`src/logic/sdac_map.vh`:
```
`ifndef SDAC_MAP_VH
`define SDAC_MAP_VH
// serial word layout
`define SDAC_WORD_W 16
`define SDAC_CNT_W 5
`define SDAC_WORD_LAST 5'h0f
`define SDAC_CNT_RST 5'h00
`define SDAC_WORD_RST 16'h0000
// data field is right-justified
`define SDAC_DATA_W 14
`define SDAC_RES_12 1'b0
`define SDAC_RES_14 1'b1
// output delay after a sampled serial clock fall, in ns
`define SDAC_OUT_DELAY_NS 16
`define SDAC_CLK_NS 8
`define SDAC_OUT_DELAY_CYC ((`SDAC_OUT_DELAY_NS + `SDAC_CLK_NS - 1) / `SDAC_CLK_NS)
// fifo of received words
`define SDAC_FIFO_DEPTH 32
`define SDAC_FIFO_AW 5
`endif

```
`src/logic/sdac_fifo.v`:
```
`include "sdac_map.vh"
// small word fifo, registered read data
module sdac_fifo #(
    parameter WIDTH = 16,
    parameter DEPTH = 32,
    parameter AW = 5
) (
    input wire clock,
    input wire srst,
    input wire in_valid,
    output wire in_ready,
    input wire [WIDTH-1:0] in_data,
    output reg out_valid,
    input wire out_ready,
    output reg [WIDTH-1:0] out_data
);
    reg [WIDTH-1:0] mem [0:DEPTH-1];
    reg [AW:0] wr_ptr_r;
    reg [AW:0] rd_ptr_r;
    wire [AW:0] used = wr_ptr_r - rd_ptr_r;
    // the output register is a slot too, so depth is the whole capacity
    wire full = (used + {{AW{1'b0}}, out_valid} == DEPTH[AW:0]);
    wire empty = (used == {(AW+1){1'b0}});
    wire pop = !empty && (!out_valid || out_ready);
    assign in_ready = !full;
    // storage write, no reset needed on the array
    always @(posedge clock) begin
        if (in_valid && !full) begin
            mem[wr_ptr_r[AW-1:0]] <= in_data;
        end
    end
    // pointers and output register
    always @(posedge clock) begin
        if (srst) begin
            wr_ptr_r <= {(AW+1){1'b0}};
            rd_ptr_r <= {(AW+1){1'b0}};
            out_valid <= 1'b0;
            out_data <= {WIDTH{1'b0}};
        end else begin
            if (in_valid && !full) begin
                wr_ptr_r <= wr_ptr_r + 1'b1;
            end
            if (pop) begin
                out_data <= mem[rd_ptr_r[AW-1:0]];
                out_valid <= 1'b1;
                rd_ptr_r <= rd_ptr_r + 1'b1;
            end else if (out_ready) begin
                out_valid <= 1'b0;
            end
        end
    end
endmodule // sdac_fifo

```
`src/logic/sdac_core.v`:
```
// Notes on behaviour
// - one write frame carries exactly one sixteen-bit word into the shifter
// - only the low 12 or 14 bits are data; the rest ignored
// - after frame falls, data is shifted in on each serial clock fall
// - load strobe level is sampled when the frame falls
// - strobe sampled low: dac register loads when the frame rises
// - strobe sampled high: no load at frame end; later strobe low loads
// - without readback, serial out repeats input sixteen clocks later
// - serial out changes shortly after serial clock falls
// - power-down never touches the dac register
// - readback enable low copies dac register into shifter next clock fall
// - during readback dac register bits leave on serial out per fall
// - readback word has its top two bits zero
// - clear falling edge forces output to ground level; registers kept
// - after clear rises, output reloads now if strobe low, else later
// - data field is unsigned straight binary
`include "sdac_map.vh"
module sdac_core (
    input wire clock,
    input wire srst,
    input wire resolution_14,
    input wire serial_clock,
    input wire host_transmit_frame,
    input wire serial_data_in,
    input wire load_output_n,
    input wire readback_enable_n,
    input wire output_clear_n,
    input wire power_down_n,
    output wire serial_data_out_o,
    output wire serial_data_out_oe_n,
    output reg [`SDAC_DATA_W-1:0] dac_code,
    output reg output_ground_sense,
    output reg powered_down,
    output wire word_valid,
    input wire word_ready,
    output wire [`SDAC_WORD_W-1:0] word_data,
    output wire word_overflow
);
    localparam ST_IDLE = 3'b001;
    localparam ST_SHIFT = 3'b010;
    localparam ST_HELD = 3'b100;
    localparam DLY_W = 3;
    // the count is cut to the delay counter's width on purpose
    localparam [31:0] OUT_DLY_FULL = `SDAC_OUT_DELAY_CYC;
    localparam [DLY_W-1:0] OUT_DLY = OUT_DLY_FULL[DLY_W-1:0];

    // two-flop synchronisers for every pin input, one generate loop
    // flops start high, the idle level of the framing and control pins
    localparam NSYNC = 7;
    wire [NSYNC-1:0] pins_raw = {power_down_n, output_clear_n,
        readback_enable_n, load_output_n, serial_data_in,
        host_transmit_frame, serial_clock};
    reg [NSYNC-1:0] meta_r;
    reg [NSYNC-1:0] sync_r;
    reg [NSYNC-1:0] prev_r;
    genvar gi;
    generate
        for (gi = 0; gi < NSYNC; gi = gi + 1) begin : g_sync
            always @(posedge clock) begin
                if (srst) begin
                    meta_r[gi] <= 1'b1;
                    sync_r[gi] <= 1'b1;
                    prev_r[gi] <= 1'b1;
                end else begin
                    meta_r[gi] <= pins_raw[gi];
                    sync_r[gi] <= meta_r[gi];
                    prev_r[gi] <= sync_r[gi];
                end
            end
        end
    endgenerate
    // synchronised pin levels
    wire sclk_s = sync_r[0];
    wire frame_s = sync_r[1];
    wire serial_data_in_s = sync_r[2];
    wire load_output_n_s = sync_r[3];
    wire readback_enable_n_s = sync_r[4];
    wire clr_s = sync_r[5];
    wire pd_s = sync_r[6];
    // edges, one clock behind the second flop; falls drive the shifter
    wire sclk_fall = prev_r[0] && !sclk_s;
    wire frame_fall = prev_r[1] && !frame_s;
    wire frame_rise = !prev_r[1] && frame_s;
    wire load_output_n_fall = prev_r[3] && !load_output_n_s;
    wire clr_fall = prev_r[5] && !clr_s;
    wire clr_rise = !prev_r[5] && clr_s;

    // frame, shifter and load state
    reg [2:0] state_r;
    reg [2:0] state_nxt;
    reg [`SDAC_WORD_W-1:0] shift_r;
    reg [`SDAC_WORD_W-1:0] dac_reg_r;
    reg [`SDAC_CNT_W-1:0] bit_cnt_r;
    reg auto_load_r;
    reg word_done_r;
    reg pending_r;
    reg cleared_r;
    reg rb_armed_r;
    reg sdo_r;
    reg sdo_next_r;
    reg [DLY_W-1:0] dly_r;
    reg overflow_r;
    wire fifo_in_ready;

    // frame state machine
    // a frame that rises early drops back to idle with no load
    always @* begin
        state_nxt = state_r;
        case (state_r)
            ST_IDLE: begin
                if (frame_fall) begin
                    state_nxt = ST_SHIFT;
                end
            end
            ST_SHIFT: begin
                if (frame_rise) begin
                    state_nxt = ST_IDLE;
                end else if (sclk_fall && bit_cnt_r == `SDAC_WORD_LAST) begin
                    state_nxt = ST_HELD; // extra clocks just pass through
                end
            end
            ST_HELD: begin
                if (frame_rise) begin
                    state_nxt = ST_IDLE;
                end
            end
            default: state_nxt = ST_IDLE;
        endcase
    end

    // data field from the received word, msb first, right-justified
    wire [`SDAC_DATA_W-1:0] field14 = dac_reg_r[`SDAC_DATA_W-1:0];
    wire [`SDAC_DATA_W-1:0] field = (resolution_14 == `SDAC_RES_14) ?
        field14 : {2'b00, field14[11:0]};
    wire in_frame = (state_r != ST_IDLE);
    wire rx_shift = sclk_fall && in_frame;
    wire rb_load = sclk_fall && rb_armed_r;
    // readback word has the two upper positions cleared
    wire [`SDAC_WORD_W-1:0] rb_word = {2'b00,
        dac_reg_r[`SDAC_WORD_W-3:0]};
    // a load into the dac register: frame end or strobe after the word
    wire load_auto = frame_rise && auto_load_r && word_done_r;
    wire load_strobe = pending_r && !load_output_n_s;
    wire word_end = frame_rise && word_done_r;

    // frame state and the strobe level caught at frame start
    always @(posedge clock) begin
        if (srst) begin
            state_r <= ST_IDLE;
            auto_load_r <= 1'b0;
        end else begin
            state_r <= state_nxt;
            if (frame_fall) begin
                auto_load_r <= !load_output_n_s;
            end
        end
    end

    // bit counter; falls past the sixteenth do not recount
    always @(posedge clock) begin
        if (srst) begin
            bit_cnt_r <= `SDAC_CNT_RST;
            word_done_r <= 1'b0;
        end else if (frame_fall) begin
            bit_cnt_r <= `SDAC_CNT_RST;
            word_done_r <= 1'b0;
        end else if (rx_shift && state_r == ST_SHIFT) begin
            bit_cnt_r <= bit_cnt_r + 1'b1;
            if (bit_cnt_r == `SDAC_WORD_LAST) begin
                word_done_r <= 1'b1;
            end
        end
    end

    // readback arms on enable low, fires on next clock fall
    always @(posedge clock) begin
        if (srst) begin
            rb_armed_r <= 1'b0;
        end else if (!readback_enable_n_s && !rb_armed_r && prev_r[4]) begin
            rb_armed_r <= 1'b1;
        end else if (rb_load) begin
            rb_armed_r <= 1'b0;
        end
    end

    // shifter: msb leaves first, so out bit is the input of 16 falls ago
    // readback sends its msb at once, so that bit must not repeat
    always @(posedge clock) begin
        if (srst) begin
            shift_r <= `SDAC_WORD_RST;
            sdo_next_r <= 1'b0;
        end else if (rb_load) begin
            shift_r <= {rb_word[`SDAC_WORD_W-2:0], 1'b0};
            sdo_next_r <= rb_word[`SDAC_WORD_W-1];
        end else if (sclk_fall) begin
            sdo_next_r <= shift_r[`SDAC_WORD_W-1];
            if (rx_shift) begin
                shift_r <= {shift_r[`SDAC_WORD_W-2:0], serial_data_in_s};
            end else begin
                shift_r <= {shift_r[`SDAC_WORD_W-2:0], 1'b0};
            end
        end
    end

    // strobe-controlled update waits for the word, then load_output_n low
    always @(posedge clock) begin
        if (srst) begin
            pending_r <= 1'b0;
        end else if (word_end && !auto_load_r) begin
            pending_r <= 1'b1;
        end else if (load_strobe) begin
            pending_r <= 1'b0;
        end
    end

    // dac register: loaded at frame end or by the later strobe
    always @(posedge clock) begin
        if (srst) begin
            dac_reg_r <= `SDAC_WORD_RST;
        end else if (load_auto) begin
            dac_reg_r <= shift_r;
        end else if (load_strobe) begin
            dac_reg_r <= shift_r;
        end
    end

    // serial out appears a short delay after the sampled fall
    // a fall during the delay restarts it; falls are far apart anyway
    always @(posedge clock) begin
        if (srst) begin
            sdo_r <= 1'b0;
            dly_r <= {DLY_W{1'b0}};
        end else if (sclk_fall) begin
            dly_r <= OUT_DLY;
        end else if (dly_r != {DLY_W{1'b0}}) begin
            dly_r <= dly_r - 1'b1;
            if (dly_r == 3'h1) begin
                sdo_r <= sdo_next_r;
            end
        end
    end
    // open drain: pull low by enabling, release for a one
    assign serial_data_out_o = 1'b0;
    assign serial_data_out_oe_n = sdo_r;

    // power-down only gates the output stage, register untouched
    always @(posedge clock) begin
        if (srst) begin
            powered_down <= 1'b0;
        end else begin
            powered_down <= !pd_s;
        end
    end

    // clear grounds the output; the code freezes until the reload
    always @(posedge clock) begin
        if (srst) begin
            dac_code <= {`SDAC_DATA_W{1'b0}};
            cleared_r <= 1'b0;
            output_ground_sense <= 1'b0;
        end else begin
            if (clr_fall) begin
                cleared_r <= 1'b1;
            end else if (cleared_r && clr_s &&
                    (clr_rise ? !load_output_n_s : load_output_n_fall)) begin
                cleared_r <= 1'b0;
            end
            output_ground_sense <= cleared_r || clr_fall;
            if (!cleared_r && !clr_fall) begin
                dac_code <= field;
            end
        end
    end

    // each completed word is queued for the user side; one that finds the queue full is dropped and sets overflow
    always @(posedge clock) begin
        if (srst) begin
            overflow_r <= 1'b0;
        end else if (word_end && !fifo_in_ready) begin
            overflow_r <= 1'b1;
        end
    end
    assign word_overflow = overflow_r;

    // word queue; the user side pops at its own pace
    sdac_fifo #(
        .WIDTH(`SDAC_WORD_W),
        .DEPTH(`SDAC_FIFO_DEPTH),
        .AW(`SDAC_FIFO_AW)
    ) u_fifo (
        .clock(clock),
        .srst(srst),
        .in_valid(word_end),
        .in_ready(fifo_in_ready),
        .in_data(shift_r),
        .out_valid(word_valid),
        .out_ready(word_ready),
        .out_data(word_data)
    );
endmodule // sdac_core

```
`config.mk`:
```
export PLATFORM = sky130hd
export DESIGN_NAME = sdac_core
export DESIGN_NICKNAME = d
export VERILOG_FILES = /design/src/logic/sdac_fifo.v /design/src/logic/sdac_core.v
export VERILOG_INCLUDE_DIRS = /design/src /design/src/logic
export SDC_FILE = /design/constraint.sdc
export NUM_CORES = 1
export LEC_CHECK = 0
export ABC_CLOCK_PERIOD_IN_PS = 6300
export BUFFER_PORTS_ARGS = -buffer_cell sky130_fd_sc_hd__buf_2
export CORE_UTILIZATION = 55
export DETAILED_ROUTE_END_ITERATION = 10
export PLACE_DENSITY = 0.71
export SETUP_SLACK_MARGIN = 0.2
export SLEW_MARGIN = 20
export SYNTH_ARGS = -nofsm -noshare
export SYNTH_HDL_FRONTEND = slang
export SYNTH_SLANG_ARGS = --single-unit
```
`constraint.sdc`:
```
create_clock -name clock -period 6.3 [get_ports clock]
set_input_delay 0.63 -clock clock [delete_from_list [all_inputs] [get_ports clock]]
set_output_delay 0.63 -clock clock [all_outputs]
set_load 0.05 [all_outputs]
```
; ---- Word level (Yosys, flattened, before mapping)
; Memories as Yosys holds them, arrays and structs flattened. A register that Yosys moved wholly into a read port is not among the register bits.
; Cells that the tools add are included.
[classes]
magnitude_cmp = 0
shift = 0
n_div = 0
eq_ne = 10
n_bitwise = 1
multipliers = 0
addsub = 6
reduce_logical = 55
mux = 24
[ops]
columns = operator, count
row1 = 2-to-1 mux 14 bit, 3
row2 = 2-to-1 mux 15 bit, 2
row3 = logical AND 1 bit, 23
row4 = zero test 1 bit, 15
row5 = nonzero test 2 bit, 7
row6 = "adder 6 x 1 -> 6 bit, second input constant", 2
row7 = 2-to-1 mux 1 bit, 12
row8 = 2-to-1 mux 3 bit, 4
row9 = case mux 3 bit (3 select lines), 1
row10 = adder 6 x 1 -> 6 bit, 1
row11 = "== test 3 x 1 -> 1 bit, second input constant", 2
row12 = "== test 6 bit, second input constant", 1
row13 = zero test 6 bit, 1
row14 = AND reduction 3 bit, 2
row15 = OR reduction 2 bit, 3
row16 = subtractor 6 bit, 1
row17 = "adder 5 x 1 -> 5 bit, second input constant", 1
row18 = "== test 5 x 4 -> 1 bit, second input constant", 1
row19 = 2-to-1 mux 2 bit, 2
row20 = "!= test 2 bit, second input constant", 2
row21 = "== test 3 x 2 -> 1 bit, second input constant", 1
row22 = "== test 3 bit, second input constant", 1
row23 = "!= test 3 x 1 -> 1 bit, second input constant", 1
row24 = "!= test 3 bit, second input constant", 1
row25 = other kinds (5), 6
[totals]
rom_bits = 0
elab_cells = 137
in_bits = 11
output_inout_bits = 36
memories = 1
register_bits = 97
ramBits = 512
latch_bits = 0
[memory_table]
columns = memory, words, word_bits, read_ports, rd_clocked_by_memory_dff, wr, line
row1 = u_fifo.mem, 32, 16, 1, 1, 1, sdac_fifo.v:17  ; reg [WIDTH-1:0] mem [0:DEPTH-1];

; ---- Logic depth before layout (Yosys ltp)
[depth]
ltp_word = 7
depth_mapped = 13
ltp_nobuf = 11

; ---- Modules after synthesis
; From an unflattened synthesis, not the netlist that was laid out.
[unflattened]
cells_unflattened = 1315
area_unflattened_um2 = 24462.2
[modules_own_cells]
columns = module, cells_each, area_per_inst_um2, n_inst
row1 = sdac_fifo, 960, 21126.5, 1
row2 = sdac_core, 355, 3335.7, 1

; ---- Least setup slack after synthesis
; OpenSTA, ideal clock, no wires.
[synth_path]
kind = reg2reg
startpoint = reg u_fifo.rd_ptr_r[1]
endpoint = mem u_fifo.mem[15][0] (enable)
setup_slack_ps = 2332
path_stages_with_launch = 13
setup_time_ps = 390
period_less_slack_ps = 3968
t_arrival_ps = 3577
path_buffers = 3
cell_sequence = dfxtp_1 -> clkbuf_1 -> buf_2 -> buf_1 -> inv_1 -> fa_1 -> a21o_1 -> a21oi_1 -> xnor2_1 -> and4_4 -> o31a_4 -> a21oi_1 -> nor2b_1
[synth_between]
elab_chain_cells = 7
[synth_rtl]
columns = element, line
row1 = start: declaration, sdac_fifo.v:19  ; reg [AW:0] rd_ptr_r;
row2 = start signal: assignment, sdac_fifo.v:36  ; rd_ptr_r <= {(AW+1){1'b0}};
row3 = start signal: assignment, sdac_fifo.v:46  ; rd_ptr_r <= rd_ptr_r + 1'b1;
row4 = subtractor 6 bit, sdac_fifo.v:20  ; wire [AW:0] used = wr_ptr_r - rd_ptr_r;
row5 = adder 6 x 1 -> 6 bit, sdac_fifo.v:22  ; wire full = (used + {{AW{1'b0}}, out_valid} == DEPTH[AW:0]);
row6 = == test 6 bit, sdac_fifo.v:22
row7 = zero test 1 bit, n/a
row8 = logical AND 1 bit, sdac_fifo.v:28  ; if (in_valid && !full) begin
row9 = 2-to-1 mux 1 bit, sdac_fifo.v:28
row10 = 2-to-1 mux 1 bit (not written as such), sdac_fifo.v:29  ; mem[wr_ptr_r[AW-1:0]] <= in_data;
row11 = end: declaration, sdac_fifo.v:17
; Every way passes these cells.

; ---- Final worst setup path
[layout_path]
startpoint = reg u_fifo.rd_ptr_r[2]
endpoint = mem u_fifo.mem[27][4] (enable)
; Same word-level chain as after synthesis.

==> impl_metrics.csv <==
group,metric,value,unit
status,status,"completed",
floorplan,initial_core_util,55.98,%
worst_hold_path,worstHoldPathCells,2,
synthesis,synth_flop_cell,"edfxtp_1",
synthesis,synth_nets,1298,
power_and_ir_drop,p_leak,8.982,nW
timing,fmax,213.0,MHz
routing,vias,12130,
final_layout,register_area,17660,um2
timing,rsz0062_at_grt,"no",
global_routing,antenna_found_initial,1,
synthesis,yosysWarnings,0,
synthesis,synthTopCellsByArea,"edfxtp_1, mux4_2, dfxtp_1, mux2i_1, nor2_1",
placement,gp_congestion,0.8839,
final_layout,n_antenna_cell,0,
worst_setup_path,path_cells,"inv_1, ha_1, a21o_1, a21oi_1, xnor2_1, nor4_1, o31a_4, a21oi_4, and3_1",
final_layout,multiInputGateArea,6227,um2
global_routing,grt_max_degree,75,
clock_tree,clk_latency,630,ps
routing,vias_per_cell,6.215,
worst_hold_path,hold_class,"in -> reg",
synthesis,synth_cell_types,59,
worst_setup_path,path_depth,9,
final_layout,final_cell_mix,"edfxtp_1, mux4_2, dfxtp_1, nor2_1, clkbuf_16",
final_layout,nets,1343,
power_and_ir_drop,ir_worst_vdd,0.0002185,V
power_and_ir_drop,p_int,7.705,mW
timing,skew,28.24,ps
synthesis,async_flop_share,0,%
floorplan,placementRows,76,
placement,place_ws,1688,ps
power_and_ir_drop,power.density,392.7,nW/um2
synthesis,synth_edf_count,512,
routing,dr.first_iter.drc_count,1483,
global_routing,grt.total_usage,25.00,%
worst_setup_path,criticalPathCategory,"reg -> reg",
worst_setup_path,reg2reg_depth,9,
placement,io_buffers,45,
power_and_ir_drop,clockPowerShare,34.1,%
worst_setup_path,path_buf_inv,1,
clock_tree,cts_tree,"done",
clock_tree,holdBufCountCts,0,
clock_tree,cts_root_buf,"clkbuf_16",
clock_tree,h-tree-depth,2,
final_layout,area_growth,11.63,%
timing,final.min_clock_period,4695,ps
timing,maxSlewViolCount,0,
power_and_ir_drop,p_sw,2.912,mW
synthesis,netlist_instances,1271,
global_routing,grt_pass1_wl,79.50,mm
timing,maxSlewHeadroom,27.10,%
clock_tree,cts_buffers,60,
routing,wl,53.53,mm
worst_setup_path,cp_slowest_cell,"dfxtp_2",
synthesis,synth-seq-cells,625,
worst_setup_path,cp_data_arrival_time,4940,ps
power_and_ir_drop,switching_share,27.43,%
worst_setup_path,worstPathRequired,6550,ps
floorplan,core,43270,um2
clock_tree,path_clk_slew,60,ps
placement,post-dp-hpwl,32.07,mm
final_layout,mostFrequentLayoutCell,"edfxtp_1",
final_layout,drive_gt1_share,26.79,%
clock_tree,post-cts-setup-buffer-count,0,
timing,finalSetupTns,0,ps
timing,finalCritPeriodShare,74.53,%
worst_setup_path,crit_path_start_kind,"flop",
worst_setup_path,path_max_fanout,35,
routing,wire_per_inst,27.44,um
synthesis,ys_seq_area_share,72.82,%
final_layout,nFillCells,2959,
power_and_ir_drop,p_comb_share,22.1,%
worst_setup_path,cpPeakStageDelay,930,ps
worst_setup_path,cp_top_family,"compound AO/OA/AOI/OAI gates",
routing,ant_nets,0,
clock_tree,cts_max_path_buffers,3,
run,maxCapViolCount,0,
timing,hold_viol,0,
worst_setup_path,cp-end-kind,"flop",
clock_tree,clock-sinks,625,
timing,fin_ws,1605,ps
synthesis,yosys.area.top_type_share,63.48,%
timing,worstMarginPinSlew,1091,ps
floorplan,dieArea,44880,um2
clock_tree,post_cts_resize_count,0,
synthesis,yosys.area.top_type,"edfxtp_1",
synthesis,synth_area,24220,um2
routing,firstDrtPassIters,6,
routing,drcViolationCount,0,
floorplan,die_width,211.8,um
synthesis,syn_avg_cell_area,19.06,um2
power_and_ir_drop,power_frac_seq,43.7,%
global_routing,grt_overflow,0,
floorplan,die_y,211.8,um
floorplan,io_pins,47,
timing,setup_viol,0,
global_routing,grt_pass1_vias,11830,
==> power by group through the flow <==
stage / Clock (mW) / Combinational (mW) / Sequential, mW
final: 3.62 / 2.35 / 4.64
after global routing: 3.83 / 2.47 / 4.65
after CTS: 3.68 / 2.34 / 4.64
after detailed placement: 0 / 2.33 / 4.73
after global placement: 0 / 2.32 / 4.73
after floorplan: 0 / 1.57 / 4.81
==> flip-flops by register name (all words and copies together) (netlist names), 5 cells and up <==
| register | flops |
|---|---|
| bit_cnt_r | 5 |
| dac_code | 14 |
| dac_reg_r | 14 |
| meta_r | 7 |
| prev_r | 5 |
| shift_r | 16 |
| u_fifo.mem | 512 |
| u_fifo.out_data | 16 |
| u_fifo.rd_ptr_r | 6 |
| u_fifo.wr_ptr_r | 6 |
==> layout make-up <==
type	count	area share [%]
inverter	14	0.1944
clock inverter	24	0.7543
multi-input combinational	557	23.03
clock buffer	88	6.743
tap	585	2.707
sequential	625	65.32
timing repair buffer	58	1.249
==> synth_stat cells, types with 16 or more instances <==
master and number:
a211oi_1 17, a21oi_1 17, a311oi_1 16, and3_1 35, buf_1 16, buf_2 21
clkbuf_1 34, dfxtp_1 113, edfxtp_1 512, mux2i_1 43, mux4_2 160, nand2_1 45
nor2_1 87, or2_2 19
==> final timing paths <==
path	from	end	slack [ps]
setup / recovery	u_fifo.rd_ptr_r[2]	u_fifo.mem[27][4]	1600
hold / removal	power_down_n	meta_r[6]	180
setup reg to reg	u_fifo.rd_ptr_r[2]	u_fifo.mem[27][4]	1600
hold reg to reg	meta_r[3]	load_output_n_s	400
==> through the flow <==
stage / power, mW / cells / utilization (%) / area [um2] / hold slack (ps)
6_report: 10.62 / 1951 / 62.49 / 27040 / 183.1
5_1_grt: 10.95 / 1951 / 62.49 / 27040 / 183.4
4_1_cts: 10.66 / 1950 / 62.43 / 27010 / 160.7
3_5_place_dp: 7.063 / 1838 / 57.74 / 24980 / 388.2
3_3_place_gp: 7.045 / 1838 / 57.74 / 24980 / 373.8
2_1_floorplan: 6.380 / 1271 / - / 24220 / 362.7
==> kinds of logic (layout without fill, tap and decap cells) <==
family	count (synthesis)	in the layout	share of synthesized area, %
AOI/OAI and AO/OA	78	78	2.428
xor gates and xnor gates	11	11	0.4288
adders and majority gates	16	16	0.8576
buffers and inverters	89	184	1.596
DFF	625	625	72.82
muxes	209	209	16.93
other	1	1	0.01548
and+or+nand+nor	242	242	4.918
==> routing by layer <==
| metal | track usage [%] | vias up | part of all wire (%) |
|---|---|---|---|
| li1 | - | 5187 | - |
| met1 | 39.41 | 6196 | 42 |
| met2 | 35.62 | 669 | 45 |
| met3 | 4.925 | 73 | 11 |
| met4 | 7.171 | 0 | 2.3 |
| met5 | 0 | - | 0 |
Note: power is estimated with default switching activity, not from simulation.
